--- config.mk ---
export PLATFORM = sky130hd
export DESIGN_NAME = spsc_top
export DESIGN_NICKNAME = d
export VERILOG_FILES = /design/src/design/spsc_pkg.sv /design/src/design/spsc_sync.sv /design/src/design/spsc_top.sv
export VERILOG_INCLUDE_DIRS = /design/src /design/src/design
export SDC_FILE = /design/constraint.sdc
export NUM_CORES = 1
export LEC_CHECK = 0
export ABC_AREA = 0
export BUFFER_PORTS_ARGS = -buffer_cell sky130_fd_sc_hd__buf_2
export CORE_ASPECT_RATIO = 2
export CORE_UTILIZATION = 46
export CTS_CLUSTER_SIZE = 10
export DETAILED_ROUTE_END_ITERATION = 10
export PLACE_DENSITY_LB_ADDON = 0.3
export SLEW_MARGIN = 20
export SYNTH_ARGS = -nofsm -noshare
export SYNTH_HDL_FRONTEND = slang
export SYNTH_SLANG_ARGS = --single-unit
--- constraint.sdc ---
create_clock -name mclk -period 1.8 [get_ports mclk]
set_clock_uncertainty 0.05 [all_clocks]
set_input_delay 0.27 -clock mclk [delete_from_list [all_inputs] [get_ports mclk]]
set_output_delay 0.27 -clock mclk [all_outputs]
set_load 0.05 [all_outputs]
--- src/design/spsc_regs.svh ---
// Constants for the standby pin-state control block.
`ifndef SPSC_REGS_SVH
`define SPSC_REGS_SVH
`define SPSC_NPINS       8
`define SPSC_SEG_MAX_BIG 6'h24
`define SPSC_SEG_MAX_SML 6'h1F
`define SPSC_SEG_FIRST   6'h06
`define SPSC_ZERO8       8'h00
`define SPSC_ONE1        1'b1
`endif

--- src/design/spsc_pkg.sv ---
// Types for the standby pin-state control block.
package spsc_pkg;
   typedef enum logic [1:0] {
      SPSC_RUN,
      SPSC_HOLD,
      SPSC_HIZ
   } spsc_state_t;

   typedef struct packed {
      logic [7:0] out;
      logic [7:0] oe;
   } spsc_drive_t;

   typedef enum logic [1:0] {
      SPSC_MODE_NORMAL,
      SPSC_MODE_SLEEP,
      SPSC_MODE_STOP,
      SPSC_MODE_WATCH
   } spsc_mode_t;
endpackage

--- src/design/spsc_sync.sv ---
// Two-flop synchroniser for the pin input levels.
`timescale 1ns/1ps
module spsc_sync #(
   parameter int WIDTH = 8
) (
   input  wire logic             mclk,
   input  wire logic             reset_n,
   input  wire logic [WIDTH-1:0] async_in,
   output logic      [WIDTH-1:0] sync_out
);
   logic [WIDTH-1:0] meta_q;
   logic [WIDTH-1:0] meta_d;
   logic [WIDTH-1:0] sync_q;
   logic [WIDTH-1:0] sync_d;

   always_comb begin
      meta_d = async_in;
      sync_d = meta_q;
   end

   always_ff @(posedge mclk or negedge reset_n) begin
      if (!reset_n) begin
         meta_q <= '0;
         sync_q <= '0;
      end else begin
         meta_q <= meta_d;
         sync_q <= sync_d;
      end
   end

   assign sync_out = sync_q;
endmodule

--- src/design/spsc_top.sv ---
// Standby pin-state control for one shared port group.
// Contract
// - Normal and sleep leave pins untouched.
// - Stop/watch, select zero: hold, block input.
// - Select one: Hi-Z; LCD pins Hi-Z at reset.
// - Timer pins at reset: Hi-Z, input reaches interrupts only.
// - Pull-up control stays effective in standby.
// - Blocked input stops pin reaching logic.
// - Enabled external interrupts still pass through.
// - Comparator output keeps driving in standby.
// - Segment range depends on product variant.
`timescale 1ns/1ps
`include "spsc_regs.svh"
module spsc_top #(
   parameter int  NPINS       = `SPSC_NPINS,
   parameter bit  BIG_VARIANT = 1'b1,
   parameter logic [NPINS-1:0] LCD_GROUP = '1,
   parameter logic [NPINS-1:0] CMP_PIN   = '0
) (
   input  wire logic                 mclk,
   input  wire logic                 reset_n,
   input  wire spsc_pkg::spsc_mode_t mode,
   input  wire logic                 pin_state_select,
   input  wire spsc_pkg::spsc_drive_t core_drive,
   input  wire logic [NPINS-1:0]     pullup_cfg,
   input  wire logic [NPINS-1:0]     ext_int_en,
   input  wire logic [NPINS-1:0]     pin_in,
   input  wire logic [5:0]           seg_index,
   output logic      [NPINS-1:0]     pin_out,
   output logic      [NPINS-1:0]     pin_oe,
   output logic      [NPINS-1:0]     pin_pullup,
   output logic      [NPINS-1:0]     core_in,
   output logic      [NPINS-1:0]     ext_int_in,
   output logic                      seg_valid,
   output spsc_pkg::spsc_state_t     pin_state
);
   // ==========================================
   // Input synchronisation
   logic [NPINS-1:0] pin_sync;

   spsc_sync #(.WIDTH(NPINS)) u_sync (
      .mclk     (mclk),
      .reset_n  (reset_n),
      .async_in (pin_in),
      .sync_out (pin_sync)
   );

   // ==========================================
   // Standby state machine
   spsc_pkg::spsc_state_t state_q;
   spsc_pkg::spsc_state_t state_d;
   logic                  standby;
   logic                  rst_seen_q;
   logic                  rst_seen_d;

   assign standby = (mode == spsc_pkg::SPSC_MODE_STOP) ||
                    (mode == spsc_pkg::SPSC_MODE_WATCH);

   always_comb begin
      state_d    = state_q;
      rst_seen_d = `SPSC_ONE1;
      unique case (state_q)
         spsc_pkg::SPSC_RUN: begin
            // The select bit is only looked at on the entry edge.
            if (standby) begin
               state_d = pin_state_select ? spsc_pkg::SPSC_HIZ : spsc_pkg::SPSC_HOLD;
            end
         end
         spsc_pkg::SPSC_HOLD, spsc_pkg::SPSC_HIZ: begin
            if (!standby) begin
               state_d = spsc_pkg::SPSC_RUN;
            end
         end
         default: state_d = spsc_pkg::SPSC_RUN;
      endcase
   end

   always_ff @(posedge mclk or negedge reset_n) begin
      if (!reset_n) begin
         state_q    <= spsc_pkg::SPSC_RUN;
         rst_seen_q <= 1'b0;
      end else begin
         state_q    <= state_d;
         rst_seen_q <= rst_seen_d;
      end
   end

   // ==========================================
   // Pin drive and input gating
   logic [NPINS-1:0] out_q, out_d;
   logic [NPINS-1:0] oe_q, oe_d;
   logic [NPINS-1:0] pu_q, pu_d;
   logic [NPINS-1:0] cin_q, cin_d;
   logic [NPINS-1:0] eint_q, eint_d;
   logic             segv_q, segv_d;
   logic [5:0]       seg_max;

   assign seg_max = BIG_VARIANT ? `SPSC_SEG_MAX_BIG : `SPSC_SEG_MAX_SML;

   genvar gi;
   generate
      for (gi = 0; gi < NPINS; gi++) begin : g_pin
         always_comb begin
            out_d[gi]  = core_drive.out[gi];
            oe_d[gi]   = core_drive.oe[gi];
            cin_d[gi]  = pin_sync[gi];
            eint_d[gi] = pin_sync[gi] & ext_int_en[gi];
            pu_d[gi]   = pullup_cfg[gi];
            if (!rst_seen_q) begin
               // Out of reset the pin floats; timer pins keep input enabled
               // and pass it to the interrupt path only, LCD pins block it.
               out_d[gi] = 1'b0;
               oe_d[gi]  = 1'b0;
               cin_d[gi] = 1'b0;
            end else if (state_q == spsc_pkg::SPSC_HOLD) begin
               out_d[gi] = out_q[gi];
               oe_d[gi]  = oe_q[gi];
               cin_d[gi] = 1'b0;
            end else if (state_q == spsc_pkg::SPSC_HIZ) begin
               oe_d[gi]  = 1'b0;
               out_d[gi] = 1'b0;
               cin_d[gi] = 1'b0;
            end
            // Comparator output is live in every standby state.
            if (CMP_PIN[gi] && rst_seen_q) begin
               out_d[gi] = core_drive.out[gi];
               oe_d[gi]  = core_drive.oe[gi];
            end
            // Interrupt path bypasses the input block on purpose.
            if (LCD_GROUP[gi] && !rst_seen_q) begin
               eint_d[gi] = 1'b0;
            end
         end
      end
   endgenerate

   always_comb begin
      segv_d = (seg_index >= `SPSC_SEG_FIRST) && (seg_index <= seg_max);
   end

   always_ff @(posedge mclk or negedge reset_n) begin
      if (!reset_n) begin
         out_q  <= '0;
         oe_q   <= '0;
         pu_q   <= '0;
         cin_q  <= '0;
         eint_q <= '0;
         segv_q <= 1'b0;
      end else begin
         out_q  <= out_d;
         oe_q   <= oe_d;
         pu_q   <= pu_d;
         cin_q  <= cin_d;
         eint_q <= eint_d;
         segv_q <= segv_d;
      end
   end

   assign pin_out    = out_q;
   assign pin_oe     = oe_q;
   assign pin_pullup = pu_q;
   assign core_in    = cin_q;
   assign ext_int_in = eint_q;
   assign seg_valid  = segv_q;
   assign pin_state  = state_q;

   // ==========================================
   // Checks
   hold_keeps_a: assert property (@(posedge mclk) disable iff (!reset_n)
      (state_q == spsc_pkg::SPSC_HOLD) && $past(state_q == spsc_pkg::SPSC_HOLD)
      |=> $stable(pin_out & ~CMP_PIN)) else $error("hold lost pin value");
   hold_oe_a: assert property (@(posedge mclk) disable iff (!reset_n)
      (state_q == spsc_pkg::SPSC_HOLD) && $past(state_q == spsc_pkg::SPSC_HOLD)
      |=> $stable(pin_oe & ~CMP_PIN)) else $error("hold lost pin enable");
   // Entry with the select bit low must freeze the pins, never float them.
   hold_entry_a: assert property (@(posedge mclk) disable iff (!reset_n)
      (state_q == spsc_pkg::SPSC_RUN) && standby && !pin_state_select
      |=> (state_q == spsc_pkg::SPSC_HOLD)) else $error("hold not entered");
   hiz_floats_a: assert property (@(posedge mclk) disable iff (!reset_n)
      (state_q == spsc_pkg::SPSC_HIZ) |=> ((pin_oe & ~CMP_PIN) == '0))
      else $error("hiz pin driven");
   // The first cycle after reset floats every pin, so no stale level leaks out.
   reset_float_a: assert property (@(posedge mclk) disable iff (!reset_n)
      !rst_seen_q |=> ((pin_oe == '0) && (core_in == '0)))
      else $error("reset pin not floating");
   input_block_a: assert property (@(posedge mclk) disable iff (!reset_n)
      (state_q != spsc_pkg::SPSC_RUN) |=> (core_in == '0))
      else $error("blocked input leaked");
   run_pass_a: assert property (@(posedge mclk) disable iff (!reset_n)
      (state_q == spsc_pkg::SPSC_RUN) && rst_seen_q
      |=> (pin_oe == $past(core_drive.oe))) else $error("run drive altered");
   entry_sample_a: assert property (@(posedge mclk) disable iff (!reset_n)
      (state_q == spsc_pkg::SPSC_RUN) && standby && pin_state_select
      |=> (state_q == spsc_pkg::SPSC_HIZ)) else $error("select not sampled");
   exit_release_a: assert property (@(posedge mclk) disable iff (!reset_n)
      (state_q != spsc_pkg::SPSC_RUN) && !standby
      |=> (state_q == spsc_pkg::SPSC_RUN)) else $error("no release");
   pullup_kept_a: assert property (@(posedge mclk) disable iff (!reset_n)
      1'b1 |=> (pin_pullup == $past(pullup_cfg))) else $error("pullup overridden");
   irq_pass_a: assert property (@(posedge mclk) disable iff (!reset_n)
      rst_seen_q |=> (ext_int_in == $past(pin_sync & ext_int_en)))
      else $error("interrupt blocked");
   seg_range_a: assert property (@(posedge mclk) disable iff (!reset_n)
      1'b1 |=> (seg_valid == (($past(seg_index) >= `SPSC_SEG_FIRST) &&
      ($past(seg_index) <= seg_max)))) else $error("segment range wrong");
   // The comparator pin is exempt from freezing so its level stays visible.
   cmp_live_a: assert property (@(posedge mclk) disable iff (!reset_n)
      rst_seen_q |=> ((pin_out & CMP_PIN) == ($past(core_drive.out) & CMP_PIN)))
      else $error("comparator frozen");

   // Covers for the main scenarios.
   hold_c: cover property (@(posedge mclk) disable iff (!reset_n)
      state_q == spsc_pkg::SPSC_HOLD);
   hiz_c: cover property (@(posedge mclk) disable iff (!reset_n)
      state_q == spsc_pkg::SPSC_HIZ);
   wake_c: cover property (@(posedge mclk) disable iff (!reset_n)
      (state_q == spsc_pkg::SPSC_HIZ) ##1 (state_q == spsc_pkg::SPSC_RUN));
   sleep_c: cover property (@(posedge mclk) disable iff (!reset_n)
      (mode == spsc_pkg::SPSC_MODE_SLEEP) && (state_q == spsc_pkg::SPSC_RUN));
   hold_wake_c: cover property (@(posedge mclk) disable iff (!reset_n)
      (state_q == spsc_pkg::SPSC_HOLD) ##1 (state_q == spsc_pkg::SPSC_RUN));
endmodule

# Word-level counts from Yosys, hierarchy flattened
# Cells that the tools add are included.
# word_totals
elab_cells	116
reg_bits	60
inputBits	51
out_inout_bits	43
# classes
order_cmp	2
muxes	84
bitwise_logic	8
reduce_logical	5
eq_ne	7
# op_table
cell	n
$mux W1	80
$and A1 B1 Y1	8
$eq A2 B2 Y1 const B	3
$ge A6 B3 Y1 const B	1
$le A6 B6 Y1 const B	1
$mux W2	3
$ne A2 B2 Y1 const B	3
$pmux W2 S2	1
$eq A2 B1 Y1 const B	1
$logic_not A2 Y1	1
$reduce_and A2 Y1	1
$reduce_or A2 Y1	1
$logic_and A1 B1 Y1	1
$logic_or A1 B1 Y1	1

# Logic depth before layout (Yosys ltp)
# Gate-level depths: netlist of run 1.
# depth
depth_word	4
mapped_depth	6
mapped_depth_nobuf	4

# By module
# Synthesis of run 1 repeated with hierarchy kept, for this count alone.
# hier_totals
cells_unflattened	149
area_unflattened_um2	2098.3
# by_module_without_submodules
mod	cells_per_inst	area_per_inst_um2	n_inst	seq_area_each_um2
spsc_top	133	1697.9	1	1101.1
spsc_sync	16	400.4	1	400.4

# Worst setup path before layout of run 1
# Ideal clock, no wire load.
# synth_path
path_type	register -> register
startpoint	reg state_q[0], in the netlist pin_state[0]
endpoint	reg state_q[0], in the netlist pin_state[0]
path_stages_with_launch	5
arrival_time_ns	1.719
synth_period_minus_slack_ns	1.851
slack_ns	-0.051
setup_ns	0.082
n_path_buf	0
cell_sequence	dfrtp_1 inv_1 ha_1 or3b_2 a31oi_1
# synth_via
elab_chain_cells	4
elab_cells_between_ends	8
# synth_lines
element	line	rtl
from (decl)	spsc_top.sv:50	spsc_pkg::spsc_state_t state_q;
from (signal assigned)	spsc_top.sv:80	state_q <= spsc_pkg::SPSC_RUN;
from (signal assigned)	spsc_top.sv:83	state_q <= state_d;
$eq A2 B1 Y1 / $eq A2 B2 Y1 (equally long branches)	spsc_top.sv:62	unique case (state_q)
$reduce_or A2 Y1	spsc_top.sv:62	
$ne A2 B2 Y1 (no line)	n/a	
$reduce_and A2 Y1 (no line)	n/a	
# Parallel ways exist; a longest one is shown, timed or not.
# A chain may end at the register's enable or synchronous reset.

# Worst setup path after layout of run 1
# layout_path
startpoint	reg state_q[0], in the netlist pin_state[0]
endpoint	reg oe_q[1], in the netlist pin_oe[1]
# layout_via
elab_chain_cells	4
elab_cells_between_ends	6
# layout_lines
element	line	rtl
$eq A2 B2 Y1	spsc_top.sv:119	end else if (state_q == spsc_pkg::SPSC_HIZ) begin
$mux W1	spsc_top.sv:119	
$mux W1	spsc_top.sv:115	end else if (state_q == spsc_pkg::SPSC_HOLD) begin
$mux W1	spsc_top.sv:109	if (!rst_seen_q) begin
to (signal assigned)	spsc_top.sv:144	oe_q <= '0;
to (signal assigned)	spsc_top.sv:151	oe_q <= oe_d;
to (decl)	spsc_top.sv:91	logic [NPINS-1:0] oe_q, oe_d;
# Parallel ways exist; a longest one is shown, timed or not. The select of a mux whose other input is x is not followed.

==> results of run 1 <==
per-stage QoR:
step / utilization, % / cells / hold WS [ns] / total power [mW]
3_3_place_gp: 60.8 / 292 / 0.156 / 2.31
2_1_floorplan: - / 149 / -0.0756 / 2.10
3_5_place_dp: 60.8 / 292 / 0.160 / 2.33
5_1_grt: 70.5 / 324 / 0.110 / 4.02
4_1_cts: 70.5 / 324 / 0.0709 / 3.90
6_report: 70.5 / 324 / 0.113 / 3.87
worst register-to-register path, stage by stage, from the launching register on:
cell and delay, ns:
sky130_fd_sc_hd__dfrtp_2 0.40, sky130_fd_sc_hd__inv_1 0.07, sky130_fd_sc_hd__ha_1 0.38, sky130_fd_sc_hd__or3b_2 0.50, sky130_fd_sc_hd__a21boi_0 0.18
power by group through the flow:
stage	Sequential, mW	Clock (mW)	Combinational (mW)
after floorplan	1.87	0	0.231
after global placement	1.53	0	0.779
after CTS	1.51	1.57	0.824
after global routing	1.52	1.62	0.879
final	1.51	1.54	0.821
after detailed placement	1.54	0	0.793
synthesized netlist by cell type (all sizes together):
master,instances,area (µm²)
dfrtp,60,1500
nand2,18,67.6
or3b,17,149
a21boi,16,120
and2,8,50.1
and3,8,50.1
buf,4,32.5
ha,3,37.5
a21oi,2,10.0
a31oi,2,12.5
clkbuf,2,7.51
inv,2,7.51
nor3b,2,20.0
a211oi,1,7.51
conb,1,3.75
nand3b,1,7.51
o21ai,1,5.00
o2bb2ai,1,8.76
layout make-up:
type	instances	area (µm²)	share of cell area, %
Sequential cell	60	1500	49.2
Timing Repair Buffer	112	678	22.2
Clock buffer	10	128	4.17
Multi-Input combinational cell	81	549	18.0
Inverter	2	7.51	0.245
Tap cell	54	67.6	2.21
Clock inverter	5	125	4.09
sequential cells by signal, indices dropped and copies added (netlist names):
signal           flops
seg_valid            1
pin_oe               8
pin_pullup           8
ext_int_in           8
core_in              8
u_sync.meta_q        8
u_sync.sync_out      8
pin_state            2
pin_out              8
rst_seen_q           1
path summary, 6_finish.rpt:
check                            startpoint            endpoint  slack, ns  cells past startpoint
max                            pin_state[0]           pin_oe[1]       0.15                      4
min in group asynchronous           reset_n          pin_out[0]       0.34                      2
max in group asynchronous           reset_n        pin_state[1]       0.80                      3
min                                 mode[1]        pin_state[0]       0.11                      2
max reg2reg                    pin_state[0]           pin_oe[1]       0.15                      4
min reg2reg                u_sync.meta_q[2]  u_sync.sync_out[2]       0.29                      0
logic make-up (layout without fill, tap and decap cells):
logic type / Yosys count / after routing / synth area share (%)
fa+ha+maj: 3 / 3 / 1.79
buf+inv: 8 / 129 / 2.27
compound gates: 23 / 23 / 7.81
other cells: 1 / 1 / 0.179
simple gates: 54 / 54 / 16.4
flops: 60 / 60 / 71.6
repair_timing:
item,4_1_cts,5_1_grt
endpoints found under the setup margin,0,0
hold buffers,17,0
endpoints found under the hold margin,30,0
layer usage:
| metal | vias to the layer above | share of wire (%) |
|---|---|---|
| met5 | - | 0 |
| met2 | 62 | 56 |
| met4 | 0 | 2.9 |
| li1 | 740 | - |
| met3 | 9 | 5.9 |
| met1 | 755 | 35 |
==> parameters.txt, run 1 <==
Parameter                              Value

Finish
  Number of inserted diodes ... 0
  Layout net count ... between 300 and 400
  Area delta synth->final ... 45.8%
  Highest-count cells in the layout ignoring fill and taps ... sky130_fd_sc_hd__buf_2 (92), sky130_fd_sc_hd__dfrtp_1 (58), sky130_fd_sc_hd__nand2_1 (18)
  Ratio of cells with drive above 1 in the final layout ... a little over two fifths
  Fill cell total of the finished layout ... about 350
  Most common cell after layout, fill and taps aside ... sky130_fd_sc_hd__buf_2
  Design area ... approximately 0.003 mm²

Global route
  GRT Residual Overflow ... 0
  Vias in the first global route ... between 1500 and 2000
  Global Route met2 Usage ... between 30% and 40%
  Global Route met3 Usage ... between 6 and 7%
  First-pass GRT wire length ... between 7 and 8 mm
  Pin count of the biggest net entering global routing ... 47
  Antenna violations before repair ... 0
  Total global-route track usage ... 20.9%
  GRT met1 Usage ... approximately a fifth
  Grt peak-use layer ... met2

STA
  Final-report hold violation count ... 0
  Setup Total Neg Slack ... 0 ns
  Slew at the pin closest to its max-slew limit ... 0.521 ns
  Peak Freq ... a little over 600 MHz
  Slew Limit Fails ... 0
  Final critical-path share of the clock period ... between 90% and 100%
  RSZ-0062 raised after global routing ... no
  Setup WS post-layout ... around 0.15 ns
  Shortest clock period the worst path allows after layout ... roughly 1.7 ns
  Worst slew slack as a fraction of its limit ... about two thirds
  Total of endpoints with negative setup slack in the final report ... 0

Flow run
  Number of violations of the max-capacitance limit ... 0

Setup path
  Cell family contributing the most delay on the critical path ... simple AND/OR/NAND/NOR gates
  Critical path's slowest cell ... sky130_fd_sc_hd__or3b_2
  Crit path arrival time ... ~1.8 ns
  Critical path cell sequence ... inv_1 -> ha_1 -> or3b_2 -> a21boi_0
  Critical path startpoint category ... flop
  Endpoint kind of the worst setup timing path ... flop
  Bufs and invs on worst path ... 1
  WS Path Type ... reg2reg
  Required @ worst endpoint ... 1.99 ns
  Maximum fanout along the worst path ... 17
  Biggest cell delay along the critical path ... around 0.5 ns

Run status
  Outcome ... finished clean

Detailed routing
  DR iter-0 viols ... 15
  Routed wire per std cell ... ~14 µm
  Number of vias in the routed layout ... about 1600
  Final wirelength ... ~4.4 mm
  Detailed-route vias per instance ... around 4.8
  Post-route antenna net violation count ... 0
  Remaining DRCs ... 0
  Total iterations of the first detailed-routing run ... 4

Placement
  Pre-CTS setup slack ... between 0.1 and 0.15 ns
  Area after detailed placement ... about 0.0026 mm²
  Final weighted congestion of routability-driven global placement ... roughly 0.71
  Quantity of I/O buffers inserted on ports ... 92
  Total half-perimeter wirelength after legalization and detailed placement ... between 2 and 3 mm

Power and ir drop
  Power density cells ... roughly 1300 mW/mm²
  Switching Share ... 28.4%
  Proportion of power drawn by flip-flops and latches ... between 30% and 40%
  Peak supply drop ... around 0.0016 V
  Clock network fraction of design power ... 39.7%
  NetSw ... around 1.1 mW
  Leak ... between 1.5 and 2 nW
  Logic pwr share ... 21.2%
  Design internal power ... 2.77 mW

Clock tree
  Maximum level of the CTS H-tree ... 3
  Clock slew at the register clock pins of the worst setup and hold paths ... ~0.06 ns
  Buffers from clock root to sink, at most ... 2
  Buffers inserted by post-CTS timing repair ... 0
  Insertion delay of the later-clocked pin in the worst-skew pair ... roughly 0.32 ns
  Post-cts sizing count ... 0
  CTS sink count ... 60
  CTS tree ... built
  Clk root buf ... sky130_fd_sc_hd__clkbuf_8
  CTS buffer count ... 9

Floorplan
  Starting density of the core ... just under 50%
  Std cell rows ... 34
  Die span in y ... around 100 µm
  I/O Pins ... 94
  Total Die Area ... between 0.004 and 0.005 mm²
  Floorplan core area ... 0.00434 mm²
  Die width ... approximately 50 µm

Logic synthesis
  Yosys warning total ... 0
  Count of distinct cell types in the synthesized netlist ... 22
  Synth Register Bits ... 60
  Part of the Yosys area used for sequential elements ... 71.6%
  Syn nets ... 203
  Mean instance size in the synthesized netlist ... between 10 and 15 µm²
  Synthesized cell area ... approximately 0.0021 mm²
  Number of cells produced by synthesis ... 149

Min path
  Hold Path Class ... in2reg
No activity file was read; power rests on OpenSTA's default activity.
==> run 2, diff against run 1 <==
--- a/config.mk
+++ b/config.mk
@@ -16,4 +16,5 @@
 export SLEW_MARGIN = 20
 export SYNTH_ARGS = -nofsm -noshare
 export SYNTH_HDL_FRONTEND = slang
+export SYNTH_HIERARCHICAL = 1
 export SYNTH_SLANG_ARGS = --single-unit
==> run 2 against run 1 <==
Critical path depth is the same. Area after synthesis unchanged. Combinational power fell by 0.7%. Global-route usage decreased by 0.65 points. Setup slack worse by 0.019 ns. First-iteration DRC count shrank 13%. Fmax shrank 1.1%. Clock-buffer cell count stayed put. Utilization decreased by 1.6 points. Largest power group is now registers. Highest routed layer unchanged.
==> parameters.txt, run 2 <==
Parameter                              Value

Detailed routing
  Detailed-route vias per instance ... 4.77 (-1.3%)
  Number of vias in the routed layout ... 1545 (-1.3%)
  Routed wire per std cell ... 13.2 µm (-3.8%)
  Final wirelength ... 4.28 mm (-3.8%)
  Post-route antenna net violation count ... 0 (unchanged)
  Total iterations of the first detailed-routing run ... 4 (unchanged)
  DR iter-0 viols ... 13 (-2)
  Remaining DRCs ... 0 (unchanged)

Logic synthesis
  Ranking of synthesized cells by area ... sky130_fd_sc_hd__dfrtp_1 (72%), sky130_fd_sc_hd__or3b_1 (5.0%), sky130_fd_sc_hd__a21boi_1 (4.3%), sky130_fd_sc_hd__nand2_1 (3.2%), sky130_fd_sc_hd__and2_1 (2.4%)
  Number of cells produced by synthesis ... 149 (unchanged)
  Most frequent cell after synthesis ... sky130_fd_sc_hd__dfrtp_1
  Synthesized cell area ... 0.00210 mm² (unchanged)
  Prevailing post-synth register cell ... sky130_fd_sc_hd__dfrtp_1
  Area share of and/or/nand/nor cells after synthesis ... 16.4% (unchanged)
  Part of the Yosys area used for sequential elements ... 71.6% (unchanged)
  Synth top area share ... 71.6% (unchanged)
  Top cell types by occurrence after synthesis ... sky130_fd_sc_hd__dfrtp_1 (60), sky130_fd_sc_hd__nand2_1 (18), sky130_fd_sc_hd__a21boi_1 (12), sky130_fd_sc_hd__or3b_1 (12)
  Syn nets ... 203 (unchanged)
  Combinational family with the most area after synthesis ... simple AND/OR/NAND/NOR gates
  Mean instance size in the synthesized netlist ... 14.1 µm² (unchanged)
  Fraction of the mapped netlist area in adder cells ... 1.79% (unchanged)
  Synth Register Bits ... 60 (unchanged)
  Async set-or-reset flop fraction in the synthesized netlist ... 100% (unchanged)
  Fraction of the mapped netlist area in compound gates ... 7.81% (unchanged)
  EDFF count, synth ... 0 (unchanged)
  Yosys warning total ... 6 (+6)
  Count of distinct cell types in the synthesized netlist ... 22 (unchanged)
  Post-synthesis cell type with the largest combined area ... sky130_fd_sc_hd__dfrtp_1
  Share of the synthesized netlist area taken by xor and xnor gates ... 0% (unchanged)
  Multiplexer fraction of the synthesized cell area ... 0% (unchanged)

Min path
  Hold Path Class ... in2reg

Setup path
  Endpoint kind of the worst setup timing path ... flop
  Maximum fanout along the worst path ... 17 (unchanged)
  Critical path startpoint category ... flop
  Required @ worst endpoint ... 2.00 ns (about the same)
  WS Path Type ... reg2reg
  Crit path arrival time ... 1.87 ns (+0.03 ns)

Finish
  Layout net count ... 319 (-0.31%)
  Highest-count cells in the layout ignoring fill and taps ... sky130_fd_sc_hd__buf_2 (92), sky130_fd_sc_hd__dfrtp_1 (58), sky130_fd_sc_hd__nand2_1 (18)
  Area delta synth->final ... 42.4%
  Sequential standard cell area ... 0.00150 mm² (unchanged)
  Ratio of cells with drive above 1 in the final layout ... 43.7% (+0.37 points)
  Number of inserted diodes ... 0 (unchanged)
  Fill cell total of the finished layout ... 351 (+1.2%)
  Area of the multi-input gates ... 549 µm² (unchanged)
  Most common cell after layout, fill and taps aside ... sky130_fd_sc_hd__buf_2

Clock tree
  Clock slew at the register clock pins of the worst setup and hold paths ... 0.07 ns (about the same)
  CTS buffer count ... 9 (unchanged)
  Clk root buf ... sky130_fd_sc_hd__clkbuf_8
  CTS tree ... built
  Maximum level of the CTS H-tree ... 3 (unchanged)
  CTS sink count ... 60 (unchanged)
  Buffers from clock root to sink, at most ... 2 (unchanged)
  Post-cts sizing count ... 0 (unchanged)
  Insertion delay of the later-clocked pin in the worst-skew pair ... 0.32 ns (about the same)

Floorplan
  Std cell rows ... 34 (unchanged)
  Die span in y ... 97.5 µm (unchanged)
  Die width ... 49.8 µm (unchanged)
  Floorplan core area ... 0.00434 mm² (unchanged)
  Starting density of the core ... 48.4% (unchanged)
  Total Die Area ... 0.00485 mm² (unchanged)
  I/O Pins ... 94 (unchanged)

Global route
  Vias in the first global route ... 1672 (+3.9%)
  Pin count of the biggest net entering global routing ... 53 (+13%)
  First-pass GRT wire length ... 7.25 mm (+0.76%)
  GRT Residual Overflow ... 0 (unchanged)
  Antenna violations before repair ... 0 (unchanged)
  Total global-route track usage ... 20.3% (-0.65 points)

STA
  Setup Total Neg Slack ... 0 ns (unchanged)
  RSZ-0062 raised after global routing ... no
  Total of endpoints with negative setup slack in the final report ... 0 (unchanged)
  Setup WS post-layout ... 0.129 ns (-0.0191 ns)
  Final-report hold violation count ... 0 (unchanged)
  Peak Freq ... 598 MHz (-1.1%)
  Shortest clock period the worst path allows after layout ... 1.67 ns (+0.0191 ns)
  Worst slew slack as a fraction of its limit ... 64.2% (-1.1 points)
  Final critical-path share of the clock period ... 92.8% (+1.1 points)
  Slew Limit Fails ... 0 (unchanged)
  Slew at the pin closest to its max-slew limit ... 0.537 ns (+0.0160 ns)

Placement
  Final weighted congestion of routability-driven global placement ... 0.732 (+2.8%)
  Quantity of I/O buffers inserted on ports ... 92 (unchanged)
  Pre-CTS setup slack ... 0.122 ns (-0.0217 ns)
  Total half-perimeter wirelength after legalization and detailed placement ... 2.77 mm (-2.0%)

Power and ir drop
  Power density cells ... 1160 mW/mm² (-8.1%)
  Peak supply drop ... 0.000953 V (-39%)
  Leak ... 1.57 nW (-2.4%)

Run status
  Outcome ... finished clean

Flow run
  Number of violations of the max-capacitance limit ... 0 (unchanged)
run 2: cell counts after synthesis:
No cell type changed its count.
run 2: layout make-up:
class | instances | area share (%)
clock inverters | 6 | 2.14
well taps | 54 | 2.26
multi-input cells | 81 | 18.4
inverters | 2 | 0.251
flip-flops and latches | 60 | 50.3
repair buffers | 111 | 22.4
clock buffers | 10 | 4.27
run 2: per-layer routing:
metal,routed length (µm),vias to the layer above,GRT usage (%)
met2,2320,68,34.1
li1,-,738,-
met3,282,8,6.10
met4,113,0,11.4
met1,1560,731,21.9
met5,0,-,0
run 2: path summary, 6_finish.rpt:
check / startpoint / endpoint / slack, ns / cells after the start
max in group asynchronous: reset_n / pin_state[1] / 0.87 / 3
max reg2reg: pin_state[0] / pin_oe[1] / 0.13 / 4
max: pin_state[0] / pin_oe[1] / 0.13 / 4
min reg2reg: u_sync/meta_q[4] / u_sync/sync_out[4] / 0.30 / 0
min in group asynchronous: reset_n / pin_out[0] / 0.28 / 2
min: pin_in[2] / u_sync/meta_q[2] / 0.02 / 1
run 2: timing repair:
| item | in CTS | in global routing |
|---|---|---|
| buffers inserted | 0 | 0 |
| hold endpoints to repair | 23 | 0 |
| hold buffers | 16 | 0 |
run 2: worst max-delay path, cell delays in order, from the launching register on:
cell and delay (ns):
sky130_fd_sc_hd__dfrtp_2 0.40, sky130_fd_sc_hd__inv_1 0.07, sky130_fd_sc_hd__ha_1 0.39, sky130_fd_sc_hd__or3b_2 0.50, sky130_fd_sc_hd__a21boi_0 0.18
run 2: cell families (layout without fill, tap and decap cells):
group,Yosys count,count (layout)
other,1,1
adders and majority gates,3,3
buffers and inverters,8,129
and+or+nand+nor,54,54
AOI/OAI and AO/OA,23,23
DFF,60,60
run 2: per-stage QoR:
step	total power, mW	cells	util (%)	hold WS (ns)	cell area [µm²]
2_1_floorplan	2.10	149	-	-0.0756	2100
3_3_place_gp	2.31	292	60.8	0.0959	2640
6_report	3.47	324	68.9	0.0225	2990
3_5_place_dp	2.33	292	60.8	0.0998	2640
5_1_grt	3.64	324	68.9	0.00887	2990
4_1_cts	3.51	324	68.9	0.00605	2990
run 2: power breakdown:
group / internal (mW) / total (mW) / leakage [nW] / switching, mW
combinational: 0.258 / 0.815 / 0.722 / 0.556
sequential: 1.46 / 1.51 / 0.753 / 0.0513
clock: 0.639 / 1.15 / 0.0927 / 0.508
total: 2.36 / 3.47 / 1.57 / 1.12
